**src/logic/etd_defs.vh**
```
// Constants for the edge-to-edge delay timer: event codes, command codes, widths.
// Assumes inclusion by bare name from the design file.
`ifndef ETD_DEFS_VH
`define ETD_DEFS_VH

// Event selector layout: bits [3:1] pick the source, bit 0 picks falling (1) or rising (0) for every source but pattern, which is always rising.
`define ETD_SEL_W        4
`define ETD_SEL_SRC_HI   3
`define ETD_SEL_SRC_LO   1
`define ETD_SEL_EDGE     0
`define ETD_SRC_DTR      3'h0
`define ETD_SRC_DSR      3'h1
`define ETD_SRC_RTS      3'h2
`define ETD_SRC_CTS      3'h3
`define ETD_SRC_RLSD     3'h4
`define ETD_SRC_TEST_PT  3'h5
`define ETD_SRC_PATT     3'h6
`define ETD_SRC_DATA     3'h7
`define ETD_START_RST    4'h4
`define ETD_STOP_RST     4'h6

// Remote command codes.
`define ETD_CMD_W        3
`define ETD_CMD_NOP      3'h0
`define ETD_CMD_SET_START 3'h1
`define ETD_CMD_SET_STOP 3'h2
`define ETD_CMD_Q_START  3'h3
`define ETD_CMD_Q_STOP   3'h4
`define ETD_CMD_Q_BOTH   3'h5

`define ETD_CNT_W        32

// Position of each synchronised input in the edge vectors.
`define ETD_PIN_N        10
`define ETD_PIN_DTR      4'h0
`define ETD_PIN_DSR      4'h1
`define ETD_PIN_RTS      4'h2
`define ETD_PIN_CTS      4'h3
`define ETD_PIN_RLSD     4'h4
`define ETD_PIN_TEST_PT  4'h5
`define ETD_PIN_GEN_PAT  4'h6
`define ETD_PIN_RCV_PAT  4'h7
`define ETD_PIN_GEN_DAT  4'h8
`define ETD_PIN_RCV_DAT  4'h9

// Clock edges after reset before edge history is trusted.
`define ETD_PRIME_CYC    2'h3

`endif

```
**src/logic/etd_delay_timer.v**
```verilog
// Edge-to-edge delay timer: selectable start and stop events, cycle counter,
// and a small remote command port for setting and reading the selectors.
// Assumes line inputs are asynchronous pins; command port is on clk.
//
// Notes on behaviour
// - Start event opens count, stop event closes it.
// - Start selector is written by remote command.
// - Stop selector written independently of start.
// - Control line rising or falling edges selectable.
// - Rear test point edges selectable too.
// - Pattern means generator on start, receiver on stop.
// - Data edge: generator on start, receiver on stop.
// - Start query returns selector without changing it.
// - Stop query returns selector without changing it.
// - Combined query reports both selectors together.
`timescale 1ns/100ps
`include "etd_defs.vh"

module etd_delay_timer #(
    parameter CNT_W = `ETD_CNT_W
) (
    clk,
    srst,
    dtr,
    dsr,
    rts,
    cts,
    rlsd,
    rear_test_point,
    generator_pattern_event,
    receiver_pattern_event,
    generator_data_edge,
    receiver_data_edge,
    cmd_valid,
    cmd_code,
    cmd_sel,
    rsp_valid,
    rsp_start_sel,
    rsp_stop_sel,
    running,
    done,
    delay_count
);
    input  wire                    clk;
    input  wire                    srst;
    input  wire                    dtr;
    input  wire                    dsr;
    input  wire                    rts;
    input  wire                    cts;
    input  wire                    rlsd;
    input  wire                    rear_test_point;
    input  wire                    generator_pattern_event;
    input  wire                    receiver_pattern_event;
    input  wire                    generator_data_edge;
    input  wire                    receiver_data_edge;
    input  wire                    cmd_valid;
    input  wire [`ETD_CMD_W-1:0]   cmd_code;
    input  wire [`ETD_SEL_W-1:0]   cmd_sel;
    output reg                     rsp_valid;
    output reg  [`ETD_SEL_W-1:0]   rsp_start_sel;
    output reg  [`ETD_SEL_W-1:0]   rsp_stop_sel;
    output reg                     running;
    output reg                     done;
    output reg  [CNT_W-1:0]        delay_count;

    localparam NIN = `ETD_PIN_N;

    reg  [`ETD_SEL_W-1:0] start_sel_reg;
    reg  [`ETD_SEL_W-1:0] stop_sel_reg;
    reg  [1:0]            prime_cnt_reg;
    reg  [1:0]            prime_cnt_next;
    reg  [CNT_W-1:0]      count_next;
    wire [NIN-1:0]        rise;
    wire [NIN-1:0]        fall;
    wire                  primed;
    wire [NIN-1:0]        rise_ok;
    wire [NIN-1:0]        fall_ok;
    wire                  start_hit;
    wire                  stop_hit;

    // Each pin gets its own two-stage synchroniser and edge detector.
    etd_edge_sync dtr_edge_u (
        .clk      (clk),
        .srst     (srst),
        .pin_async(dtr),
        .rise     (rise[`ETD_PIN_DTR]),
        .fall     (fall[`ETD_PIN_DTR])
    );
    etd_edge_sync dsr_edge_u (
        .clk      (clk),
        .srst     (srst),
        .pin_async(dsr),
        .rise     (rise[`ETD_PIN_DSR]),
        .fall     (fall[`ETD_PIN_DSR])
    );
    etd_edge_sync rts_edge_u (
        .clk      (clk),
        .srst     (srst),
        .pin_async(rts),
        .rise     (rise[`ETD_PIN_RTS]),
        .fall     (fall[`ETD_PIN_RTS])
    );
    etd_edge_sync cts_edge_u (
        .clk      (clk),
        .srst     (srst),
        .pin_async(cts),
        .rise     (rise[`ETD_PIN_CTS]),
        .fall     (fall[`ETD_PIN_CTS])
    );
    etd_edge_sync rlsd_edge_u (
        .clk      (clk),
        .srst     (srst),
        .pin_async(rlsd),
        .rise     (rise[`ETD_PIN_RLSD]),
        .fall     (fall[`ETD_PIN_RLSD])
    );
    etd_edge_sync test_pt_edge_u (
        .clk      (clk),
        .srst     (srst),
        .pin_async(rear_test_point),
        .rise     (rise[`ETD_PIN_TEST_PT]),
        .fall     (fall[`ETD_PIN_TEST_PT])
    );
    etd_edge_sync gen_pat_edge_u (
        .clk      (clk),
        .srst     (srst),
        .pin_async(generator_pattern_event),
        .rise     (rise[`ETD_PIN_GEN_PAT]),
        .fall     (fall[`ETD_PIN_GEN_PAT])
    );
    etd_edge_sync rcv_pat_edge_u (
        .clk      (clk),
        .srst     (srst),
        .pin_async(receiver_pattern_event),
        .rise     (rise[`ETD_PIN_RCV_PAT]),
        .fall     (fall[`ETD_PIN_RCV_PAT])
    );
    etd_edge_sync gen_dat_edge_u (
        .clk      (clk),
        .srst     (srst),
        .pin_async(generator_data_edge),
        .rise     (rise[`ETD_PIN_GEN_DAT]),
        .fall     (fall[`ETD_PIN_GEN_DAT])
    );
    etd_edge_sync rcv_dat_edge_u (
        .clk      (clk),
        .srst     (srst),
        .pin_async(receiver_data_edge),
        .rise     (rise[`ETD_PIN_RCV_DAT]),
        .fall     (fall[`ETD_PIN_RCV_DAT])
    );

    // History is trusted only once a pin level has passed both stages and the
    // history flop; until then every edge is masked, so a pin idling high
    // cannot fake a rising edge just after reset.
    assign primed  = (prime_cnt_reg == `ETD_PRIME_CYC);
    assign rise_ok = primed ? rise : {NIN{1'h0}};
    assign fall_ok = primed ? fall : {NIN{1'h0}};

    always @* begin
        prime_cnt_next = prime_cnt_reg;
        if (!primed)
            prime_cnt_next = prime_cnt_reg + 2'h1;
    end

    always @(posedge clk) begin
        if (srst)
            prime_cnt_reg <= 2'h0;
        else
            prime_cnt_reg <= prime_cnt_next;
    end

    etd_event_pick #(
        .IS_STOP(0),
        .NIN    (NIN)
    ) start_pick_u (
        .sel (start_sel_reg),
        .rise(rise_ok),
        .fall(fall_ok),
        .hit (start_hit)
    );

    etd_event_pick #(
        .IS_STOP(1),
        .NIN    (NIN)
    ) stop_pick_u (
        .sel (stop_sel_reg),
        .rise(rise_ok),
        .fall(fall_ok),
        .hit (stop_hit)
    );

    // Selectors and query responses.
    always @(posedge clk) begin
        if (srst) begin
            start_sel_reg <= `ETD_START_RST;
            stop_sel_reg  <= `ETD_STOP_RST;
            rsp_valid     <= 1'h0;
            rsp_start_sel <= {`ETD_SEL_W{1'h0}};
            rsp_stop_sel  <= {`ETD_SEL_W{1'h0}};
        end else begin
            rsp_valid <= 1'h0;
            if (cmd_valid) begin
                case (cmd_code)
                    `ETD_CMD_SET_START: start_sel_reg <= cmd_sel;
                    `ETD_CMD_SET_STOP:  stop_sel_reg  <= cmd_sel;
                    `ETD_CMD_Q_START: begin
                        rsp_valid     <= 1'h1;
                        rsp_start_sel <= start_sel_reg;
                        rsp_stop_sel  <= {`ETD_SEL_W{1'h0}};
                    end
                    `ETD_CMD_Q_STOP: begin
                        rsp_valid     <= 1'h1;
                        rsp_start_sel <= {`ETD_SEL_W{1'h0}};
                        rsp_stop_sel  <= stop_sel_reg;
                    end
                    `ETD_CMD_Q_BOTH: begin
                        rsp_valid     <= 1'h1;
                        rsp_start_sel <= start_sel_reg;
                        rsp_stop_sel  <= stop_sel_reg;
                    end
                    default: rsp_valid <= 1'h0;
                endcase
            end
        end
    end

    always @* begin
        count_next = delay_count + {{(CNT_W-1){1'h0}}, 1'h1};
        if (&delay_count)
            count_next = delay_count; // Saturate rather than wrap on a lost stop.
    end

    // Measurement: a start while idle clears and runs; a stop while running freezes.
    // Start and stop in the same cycle while idle opens the interval only;
    // the stop must come from a later cycle.
    always @(posedge clk) begin
        if (srst) begin
            running     <= 1'h0;
            done        <= 1'h0;
            delay_count <= {CNT_W{1'h0}};
        end else begin
            done <= 1'h0;
            if (!running) begin
                if (start_hit) begin
                    running     <= 1'h1;
                    delay_count <= {CNT_W{1'h0}};
                end
            end else if (stop_hit) begin
                running     <= 1'h0;
                done        <= 1'h1;
                delay_count <= count_next;
            end else begin
                delay_count <= count_next;
            end
        end
    end

endmodule // etd_delay_timer

// One pin: two flops ahead of any logic, then one flop of history for the edge compare.
module etd_edge_sync (
    clk,
    srst,
    pin_async,
    rise,
    fall
);
    input  wire clk;
    input  wire srst;
    input  wire pin_async;
    output wire rise;
    output wire fall;

    reg         sync1_reg;
    reg         sync2_reg;
    reg         prev_reg;

    always @(posedge clk) begin
        if (srst) begin
            sync1_reg <= 1'h0;
            sync2_reg <= 1'h0;
            prev_reg  <= 1'h0;
        end else begin
            sync1_reg <= pin_async;
            sync2_reg <= sync1_reg;
            prev_reg  <= sync2_reg;
        end
    end

    // Only the second stage is compared; the first may still be settling.
    assign rise = sync2_reg & ~prev_reg;
    assign fall = ~sync2_reg & prev_reg;

endmodule // etd_edge_sync

// Picks one edge out of the synchronised vectors for a selector code.
module etd_event_pick #(
    parameter IS_STOP = 0,
    parameter NIN     = `ETD_PIN_N
) (
    sel,
    rise,
    fall,
    hit
);
    input  wire [`ETD_SEL_W-1:0] sel;
    input  wire [NIN-1:0]        rise;
    input  wire [NIN-1:0]        fall;
    output reg                   hit;

    wire [2:0]                   src;
    reg  [3:0]                   idx;

    assign src = sel[`ETD_SEL_SRC_HI:`ETD_SEL_SRC_LO];

    // Pattern flags are levels, so a match counts on its rising edge only.
    always @* begin
        idx = {1'h0, src};
        case (src)
            `ETD_SRC_PATT: idx = (IS_STOP != 0) ? `ETD_PIN_RCV_PAT : `ETD_PIN_GEN_PAT;
            `ETD_SRC_DATA: idx = (IS_STOP != 0) ? `ETD_PIN_RCV_DAT : `ETD_PIN_GEN_DAT;
            default:       idx = {1'h0, src};
        endcase
        if (src == `ETD_SRC_PATT)
            hit = rise[idx];
        else if (sel[`ETD_SEL_EDGE])
            hit = fall[idx];
        else
            hit = rise[idx];
    end

endmodule // etd_event_pick

```
**config.mk**
```make
export PLATFORM = sky130hd
export DESIGN_NAME = etd_delay_timer
export DESIGN_NICKNAME = d
export VERILOG_FILES = /design/src/logic/etd_delay_timer.v
export VERILOG_INCLUDE_DIRS = /design/src /design/src/logic
export SDC_FILE = /design/constraint.sdc
export NUM_CORES = 1
export LEC_CHECK = 0
export BUFFER_PORTS_ARGS = -buffer_cell sky130_fd_sc_hd__buf_4
export CELL_PAD_IN_SITES_DETAIL_PLACEMENT = 1
export CELL_PAD_IN_SITES_GLOBAL_PLACEMENT = 2
export CORE_UTILIZATION = 37
export CTS_CLUSTER_SIZE = 10
export DETAILED_ROUTE_END_ITERATION = 10
export PLACE_DENSITY = 0.95
export SLEW_MARGIN = 5
export SYNTH_ARGS = -nofsm -noshare
export SYNTH_HDL_FRONTEND = slang
export SYNTH_SLANG_ARGS = --single-unit
```
**constraint.sdc**
```tcl
create_clock -name clk -period 3.52 [get_ports clk]
set_input_delay 0.528 -clock clk [delete_from_list [all_inputs] [get_ports clk]]
set_output_delay 0.528 -clock clk [all_outputs]
set_load 0.1 [all_outputs]
```
* Yosys cells after proc, flatten, opt, wreduce, memory -nomap -nowiden
Cells that the tools add are included.
Storage, ports and cells: register bits 83, input bits 20, output and inout bits 43, word-level logic and storage cells 136
Operators by class: $add $sub $neg 2, order comparisons 2, equality and inequality tests 11, mux-type cells 26, bitwise operators 42, reductions and logical operators 14
Operators by type and width (count):
- $mux W32 | 3
- $add A32 B1 Y32 const B | 1
- $pmux W4 S2 | 4
- $reduce_and A32 Y1 | 1
- $not A1 Y1 | 22
- $and A1 B1 Y1 | 20
- $mux W10 | 2
- $eq A3 B3 Y1 const B | 6
- $bmux W1 S4 | 4
- $mux W1 | 13
- $lt A4 B5 Y1 const B | 2
- $reduce_and A2 Y1 | 5
- $reduce_or A2 Y1 | 4
- $eq A3 B2 Y1 const B | 2
- $reduce_bool A2 Y1 | 3
- $eq A3 B1 Y1 const B | 1
- $reduce_or A3 Y1 | 1
- $add A2 B1 Y2 const B | 1
- $eq A2 B2 Y1 const B | 1
- $ne A2 B2 Y1 const B | 1

* Longest topological paths before layout
depth in word-level cells 9, depth in mapped cells 9, mapped depth without buffers 7

* By module
Synthesis repeated with hierarchy kept, for this count alone.
Unflattened totals: cell total of the unflattened synthesis 452, area total of the unflattened synthesis 4033.9 µm²
Modules (own cells, without submodules):
- etd_delay_timer | instances 1, cells an instance 314, area each 2708.8 µm²
- etd_edge_sync | instances 10, cells an instance 8, area each 91.3 µm²
- etd_event_pick at stop_pick_u | instances 1, cells an instance 34, area each 221.5 µm²
- etd_event_pick at start_pick_u | instances 1, cells an instance 24, area each 190.2 µm²

* Least setup slack after synthesis
No wires, ideal clock.
path kind register -> register, from register delay_count[2], to register delay_count[31], data arrival time 2753 ps, slack 648 ps, cell stages (with the launch flop) 7, buffers on the path 0, period minus slack after synthesis 2872 ps, path through dfxtp_1 -> and4_4 -> nand4_2 -> a2111oi_2 -> nand3_1 -> and3_1 -> a211o_1
On the way: longest elaborated chain between the ends 3
Ends and longest elaborated chain:
- start, declared | line etd_delay_timer.v:64 | output reg [CNT_W-1:0] delay_count;
- start signal, assigned | line etd_delay_timer.v:241 | delay_count <= {CNT_W{1'h0}};
- start signal, assigned | line etd_delay_timer.v:247 | delay_count <= {CNT_W{1'h0}};
- start signal, assigned | line etd_delay_timer.v:252 | delay_count <= count_next;
- $add A32 B1 Y32 / $reduce_and A32 Y1 (equally long branches) | line etd_delay_timer.v:229, etd_delay_timer.v:230
- $mux W32 / $ne A2 B2 Y1 (equally long branches)
- $mux W32 / $reduce_and A2 Y1 (equally long branches)
Several ways; a longest one is shown, not always the timed one. The select of a mux whose other input is x is not followed. A chain may end at the register's enable or synchronous reset.

* Worst setup path after layout
from register prime_cnt_reg[0], to register delay_count[28]
On the way: longest elaborated chain between the ends 8
Ends and longest elaborated chain:
- start, declared | line etd_delay_timer.v:70 | reg [1:0] prime_cnt_reg;
- start signal, assigned | line etd_delay_timer.v:170 | prime_cnt_reg <= prime_cnt_next;
- $eq A2 B2 Y1 (no line) (*)
- $mux W10, on equally long branches | line etd_delay_timer.v:157, etd_delay_timer.v:158
- $bmux W1 S4, on equally long branches | line etd_delay_timer.v:326, etd_delay_timer.v:330, etd_delay_timer.v:328
- $mux W1, on equally long branches | line etd_delay_timer.v:326, etd_delay_timer.v:330, etd_delay_timer.v:328
- $mux W1 | line etd_delay_timer.v:327 | else if (sel[`ETD_SEL_EDGE])
- $mux W1 (*) | line etd_delay_timer.v:325 | if (src == `ETD_SRC_PATT)
- $reduce_bool A2 Y1 (no line) (*)
- $reduce_and A2 Y1 (no line) (*)
- end signal, assigned | line etd_delay_timer.v:247
- end signal, assigned | line etd_delay_timer.v:252
- end signal, assigned | line etd_delay_timer.v:254 | delay_count <= count_next;
Mark *: on every way between the ends. The rest lies on a longest branch, timed or not. The select of a mux whose other input is x is not followed.

==> flow_summary.html <==
<table>
<tr><th>Metric</th><th>Value</th></tr>
<tr><th colspan="2">Cells and area</th></tr>
<tr><td>Share of post-route cells with drive strength above 1</td><td>about a fifth</td></tr>
<tr><td>Non-filler instance count after layout</td><td>639</td></tr>
<tr><td>Synth-to-Final Area Change</td><td>19.44%</td></tr>
<tr><td>N_diodes</td><td>0</td></tr>
<tr><td>Register bank with the most flops</td><td>delay_count</td></tr>
<tr><td>Max reg flops</td><td>32</td></tr>
<tr><td>Final layout net count</td><td>520</td></tr>
<tr><th colspan="2">STA</th></tr>
<tr><td>Final Hold Vio Count</td><td>0</td></tr>
<tr><td>Total Neg Setup Slack</td><td>0 ns</td></tr>
<tr><td>Worst Setup Slack, final</td><td>0.7703 ns</td></tr>
<tr><td>Final count of pins violating max slew</td><td>0</td></tr>
<tr><td>Period utilization</td><td>about four fifths</td></tr>
<tr><td>Post-Route Skew</td><td>0.008423 ns</td></tr>
<tr><td>Worst hold slack across all endpoints</td><td>0.3632 ns</td></tr>
<tr><td>Remaining max-slew budget at the tightest pin</td><td>between 20% and 30%</td></tr>
<tr><td>Upper clock frequency limit</td><td>0.3637 GHz</td></tr>
<tr><td>RSZ-0062 raised after global routing</td><td>false</td></tr>
<tr><td>Tmin final</td><td>between 2 and 3 ns</td></tr>
<tr><td>Number of setup violations in the final report</td><td>0</td></tr>
<tr><td>Slew at the pin closest to its max-slew limit</td><td>1.151 ns</td></tr>
<tr><th colspan="2">Power and ir drop</th></tr>
<tr><td>Leakage</td><td>between 2 and 2.5 nW</td></tr>
<tr><td>Maximum resistive drop on vdd</td><td>165.2 uV</td></tr>
<tr><td>Total power consumption of the routed design</td><td>1.945 mW</td></tr>
<tr><td>Power per standard cell area</td><td>411.5 mW/mm2</td></tr>
<tr><th colspan="2">Clock network</th></tr>
<tr><td>Clock transition at the register clock pins on the worst setup and hold paths after CTS</td><td>0.09 ns</td></tr>
<tr><td>TritonCTS Buffers</td><td>9</td></tr>
<tr><td>Max H-tree Level</td><td>3</td></tr>
<tr><td>Clock tree from TritonCTS</td><td>yes</td></tr>
<tr><td>Cells resized by post-CTS repair</td><td>0</td></tr>
<tr><td>Count of clock tree sinks</td><td>83</td></tr>
<tr><td>Count of hold buffers inserted by post-cts repair</td><td>0</td></tr>
<tr><td>Insertion delay to the later sink of the worst-skew pair</td><td>around 0.37 ns</td></tr>
<tr><td>Root Buffer Master</td><td>clkbuf_8</td></tr>
<tr><td>Post-CTS Repair Setup Buffers</td><td>0</td></tr>
<tr><td>Clk buf depth</td><td>2</td></tr>
<tr><th colspan="2">Setup path</th></tr>
<tr><td>Path type of the worst setup path</td><td>reg -&gt; reg</td></tr>
<tr><td>Data arrival time of the critical path</td><td>around 3 ns</td></tr>
<tr><td>Endpoint kind of the worst setup timing path</td><td>flop</td></tr>
<tr><td>Cell with the biggest individual delay on the critical path</td><td>and3_1</td></tr>
<tr><td>Slowest cell delay on critical path</td><td>0.58 ns</td></tr>
<tr><td>Top fanout value on the critical path</td><td>27</td></tr>
<tr><td>Crit path cell chain</td><td>ha_1 -&gt; nand2b_1 -&gt; a221oi_1 -&gt; o221ai_1 -&gt; o2bb2ai_1 -&gt; and3_1 -&gt; a221o_1</td></tr>
<tr><td>Data required time at the worst endpoint</td><td>3.78 ns</td></tr>
<tr><td>Nature of the critical path startpoint</td><td>flop</td></tr>
<tr><th colspan="2">Worst hold path</th></tr>
<tr><td>Type of the worst min-delay path</td><td>in -&gt; reg</td></tr>
<tr><th colspan="2">Logic synthesis</th></tr>
<tr><td>Netlist Area Pre-Place</td><td>0.003958 mm2</td></tr>
<tr><td>EDFF count, synth</td><td>0</td></tr>
<tr><td>Post-synth top area share</td><td>41.99%</td></tr>
<tr><td>Number of distinct library cells after synthesis</td><td>65</td></tr>
<tr><td>Most area-hungry cell type in the Yosys netlist</td><td>dfxtp_1</td></tr>
<tr><td>Post-Synthesis Net Count</td><td>471</td></tr>
<tr><td>Post-synth top cells</td><td>dfxtp_1 (83), nand2_1 (44), nor2b_1 (37)</td></tr>
<tr><td>Most used flip-flop cell after synthesis</td><td>dfxtp_1</td></tr>
<tr><td>Warnings from Yosys</td><td>0</td></tr>
<tr><td>Async set or reset register ratio after synthesis</td><td>0%</td></tr>
<tr><td>FF+latch count, synth</td><td>83</td></tr>
<tr><td>Number of standard cells after synthesis</td><td>449</td></tr>
<tr><td>Sequential share of the synthesized area</td><td>41.99%</td></tr>
<tr><td>Average size of a mapped cell</td><td>8.814 um2</td></tr>
<tr><td>Most frequent cell after synthesis</td><td>dfxtp_1</td></tr>
<tr><td>Ranking of synthesized cells by area</td><td>dfxtp_1 (42%), nor2b_1 (5.8%), nand2_1 (4.2%), a211o_1 (3.5%), nor2_1 (3.3%)</td></tr>
<tr><th colspan="2">Drt</th></tr>
<tr><td>Final wirelength</td><td>10.63 mm</td></tr>
<tr><td>First DRT Iteration DRCs</td><td>about 180</td></tr>
<tr><td>WL/cell</td><td>16.64 um</td></tr>
<tr><td>Vias per cell</td><td>between 5 and 6</td></tr>
<tr><td>Number of detailed-routing iterations run before antenna repair</td><td>4</td></tr>
<tr><td>Antenna violation net count after detailed routing</td><td>0</td></tr>
<tr><td>Number of vias after detailed routing</td><td>3,585</td></tr>
<tr><td>DRC</td><td>0</td></tr>
<tr><th colspan="2">Outcome</th></tr>
<tr><td>Run status</td><td>finished, final reports clean</td></tr>
<tr><th colspan="2">Global routing</th></tr>
<tr><td>Wire length of the first global-routing pass</td><td>17.83 mm</td></tr>
<tr><td>All-Layer GR Usage</td><td>20.20%</td></tr>
<tr><td>Maximum number of pins on one net before global-route repair</td><td>28</td></tr>
<tr><td>Via count of the first global-routing pass</td><td>3,570</td></tr>
<tr><td>Global route overflow</td><td>0</td></tr>
<tr><td>Antenna violations before repair</td><td>0</td></tr>
<tr><th colspan="2">Die</th></tr>
<tr><td>Std-Cell Rows</td><td>37</td></tr>
<tr><td>IO Count</td><td>63</td></tr>
<tr><td>Core ar.</td><td>0.01037 mm2</td></tr>
<tr><td>Die footprint</td><td>0.01111 mm2</td></tr>
<tr><td>Starting Density</td><td>38.16%</td></tr>
<tr><td>Die Span X</td><td>~110 um</td></tr>
<tr><td>Die Span Y</td><td>105.4 um</td></tr>
<tr><th colspan="2">Job</th></tr>
<tr><td>Max_cap viols</td><td>0</td></tr>
<tr><th colspan="2">Place</th></tr>
<tr><td>Buffers on Ports</td><td>62</td></tr>
<tr><td>Placed Cells</td><td>623</td></tr>
<tr><td>Pre-CTS setup slack</td><td>between 0.7 and 0.8 ns</td></tr>
<tr><td>Total half-perimeter wirelength after legalization and detailed placement</td><td>7.480 mm</td></tr>
<tr><td>RePlAce Congestion</td><td>a little under 0.8</td></tr>
</table>
-- stage by stage --
| step | utilization [%] | cell area (um2) |
|---|---|---|
| after detailed placement | 43.26 | 4486 |
| final | 45.58 | 4727 |
| after floorplan | - | 3958 |
| after global routing | 45.58 | 4727 |
| after CTS | 45.58 | 4727 |
| after global placement | 43.26 | 4486 |
-- layer usage --
metal | vias up | GRT usage, % | wire, um
met3 | 17 | 3.587 | 372
met5 | - | 0 | 0
met4 | 0 | 9.155 | 233
met2 | 75 | 31.91 | 4809
met1 | 1741 | 26.81 | 5217
li1 | 1752 | - | -
-- cell usage in the layout (no fill, tap or decap), types with 3 or more instances in the layout --
master | netlist | final
nor2_1 | 35 | 35
nor3b_1 | 4 | 4
bufinv_16 | 0 | 3
and2_1 | 4 | 4
a22oi_1 | 4 | 4
o211ai_1 | 5 | 5
buf_4 | 2 | 64
and3_1 | 15 | 15
clkbuf_8 | 0 | 9
a311oi_1 | 3 | 3
nor4bb_1 | 3 | 3
dfxtp_1 | 83 | 83
mux2i_1 | 8 | 8
nand3_1 | 15 | 15
nor4_1 | 10 | 10
nor2b_1 | 37 | 37
nand3b_1 | 4 | 4
a21oi_1 | 19 | 19
nand4_2 | 4 | 4
o211a_1 | 6 | 6
a21o_1 | 3 | 3
inv_1 | 6 | 6
nor4b_1 | 3 | 3
nand2b_1 | 11 | 11
a31oi_1 | 9 | 9
o21ai_0 | 6 | 6
nand2_1 | 44 | 44
a211o_1 | 16 | 16
a221o_1 | 7 | 7
nand4_1 | 3 | 3
nor3_1 | 15 | 15
-- final timing paths --
| kind | depth (start not counted) | startpoint | endpoint | slack (ns) |
|---|---|---|---|---|
| setup / recovery | 7 | prime_cnt_reg[0] | delay_count[28] | 0.77 |
| hold / removal | 2 | rts | rts_edge_u.sync1_reg | 0.36 |
| setup reg to reg | 7 | prime_cnt_reg[0] | delay_count[28] | 0.77 |
| hold reg to reg | 1 | cts_edge_u.sync1_reg | cts_edge_u.sync2_reg | 0.44 |
-- power breakdown --
group	total, mW	internal (mW)	switching (mW)	leakage, nW
Combinational	0.136	0.0511	0.0844	1.21
Sequential	0.981	0.962	0.0188	0.675
Clock	0.829	0.472	0.357	0.113
Total	1.95	1.49	0.460	2.00
-- area by class of cell --
type                            instances  area, um2
Tap cell                              136      170.2
Inverter                                7      26.28
Clock buffer                           10      127.6
Clock inverter                          6      113.9
Fill cell                            1260       5643
Sequential cell                        83       1662
Timing Repair Buffer                   64      480.5
Multi-Input combinational cell        333       2147
-- kinds of logic (layout without fill, tap and decap cells) --
family                   count (synthesis)  count (layout)  share of synthesized area (%)
AO/OA/AOI/OAI                          100             100                          19.29
XOR/XNOR                                 2               2                         0.4427
adder cells (fa/ha/maj)                  2               2                         0.6322
buffers and inverters                   33              87                          3.762
flip-flops                              83              83                          41.99
multiplexers                             9               9                          2.308
AND/OR/NAND/NOR                        220             220                          31.58
-- critical path: cells and delay by family (launching register included) --
family	cells	cell delay, ns
fa+ha+maj	1	0.44
compound gates	4	1.11
flops	1	0.35
simple gates	2	0.72
Note: power is estimated with default switching activity, not from simulation.
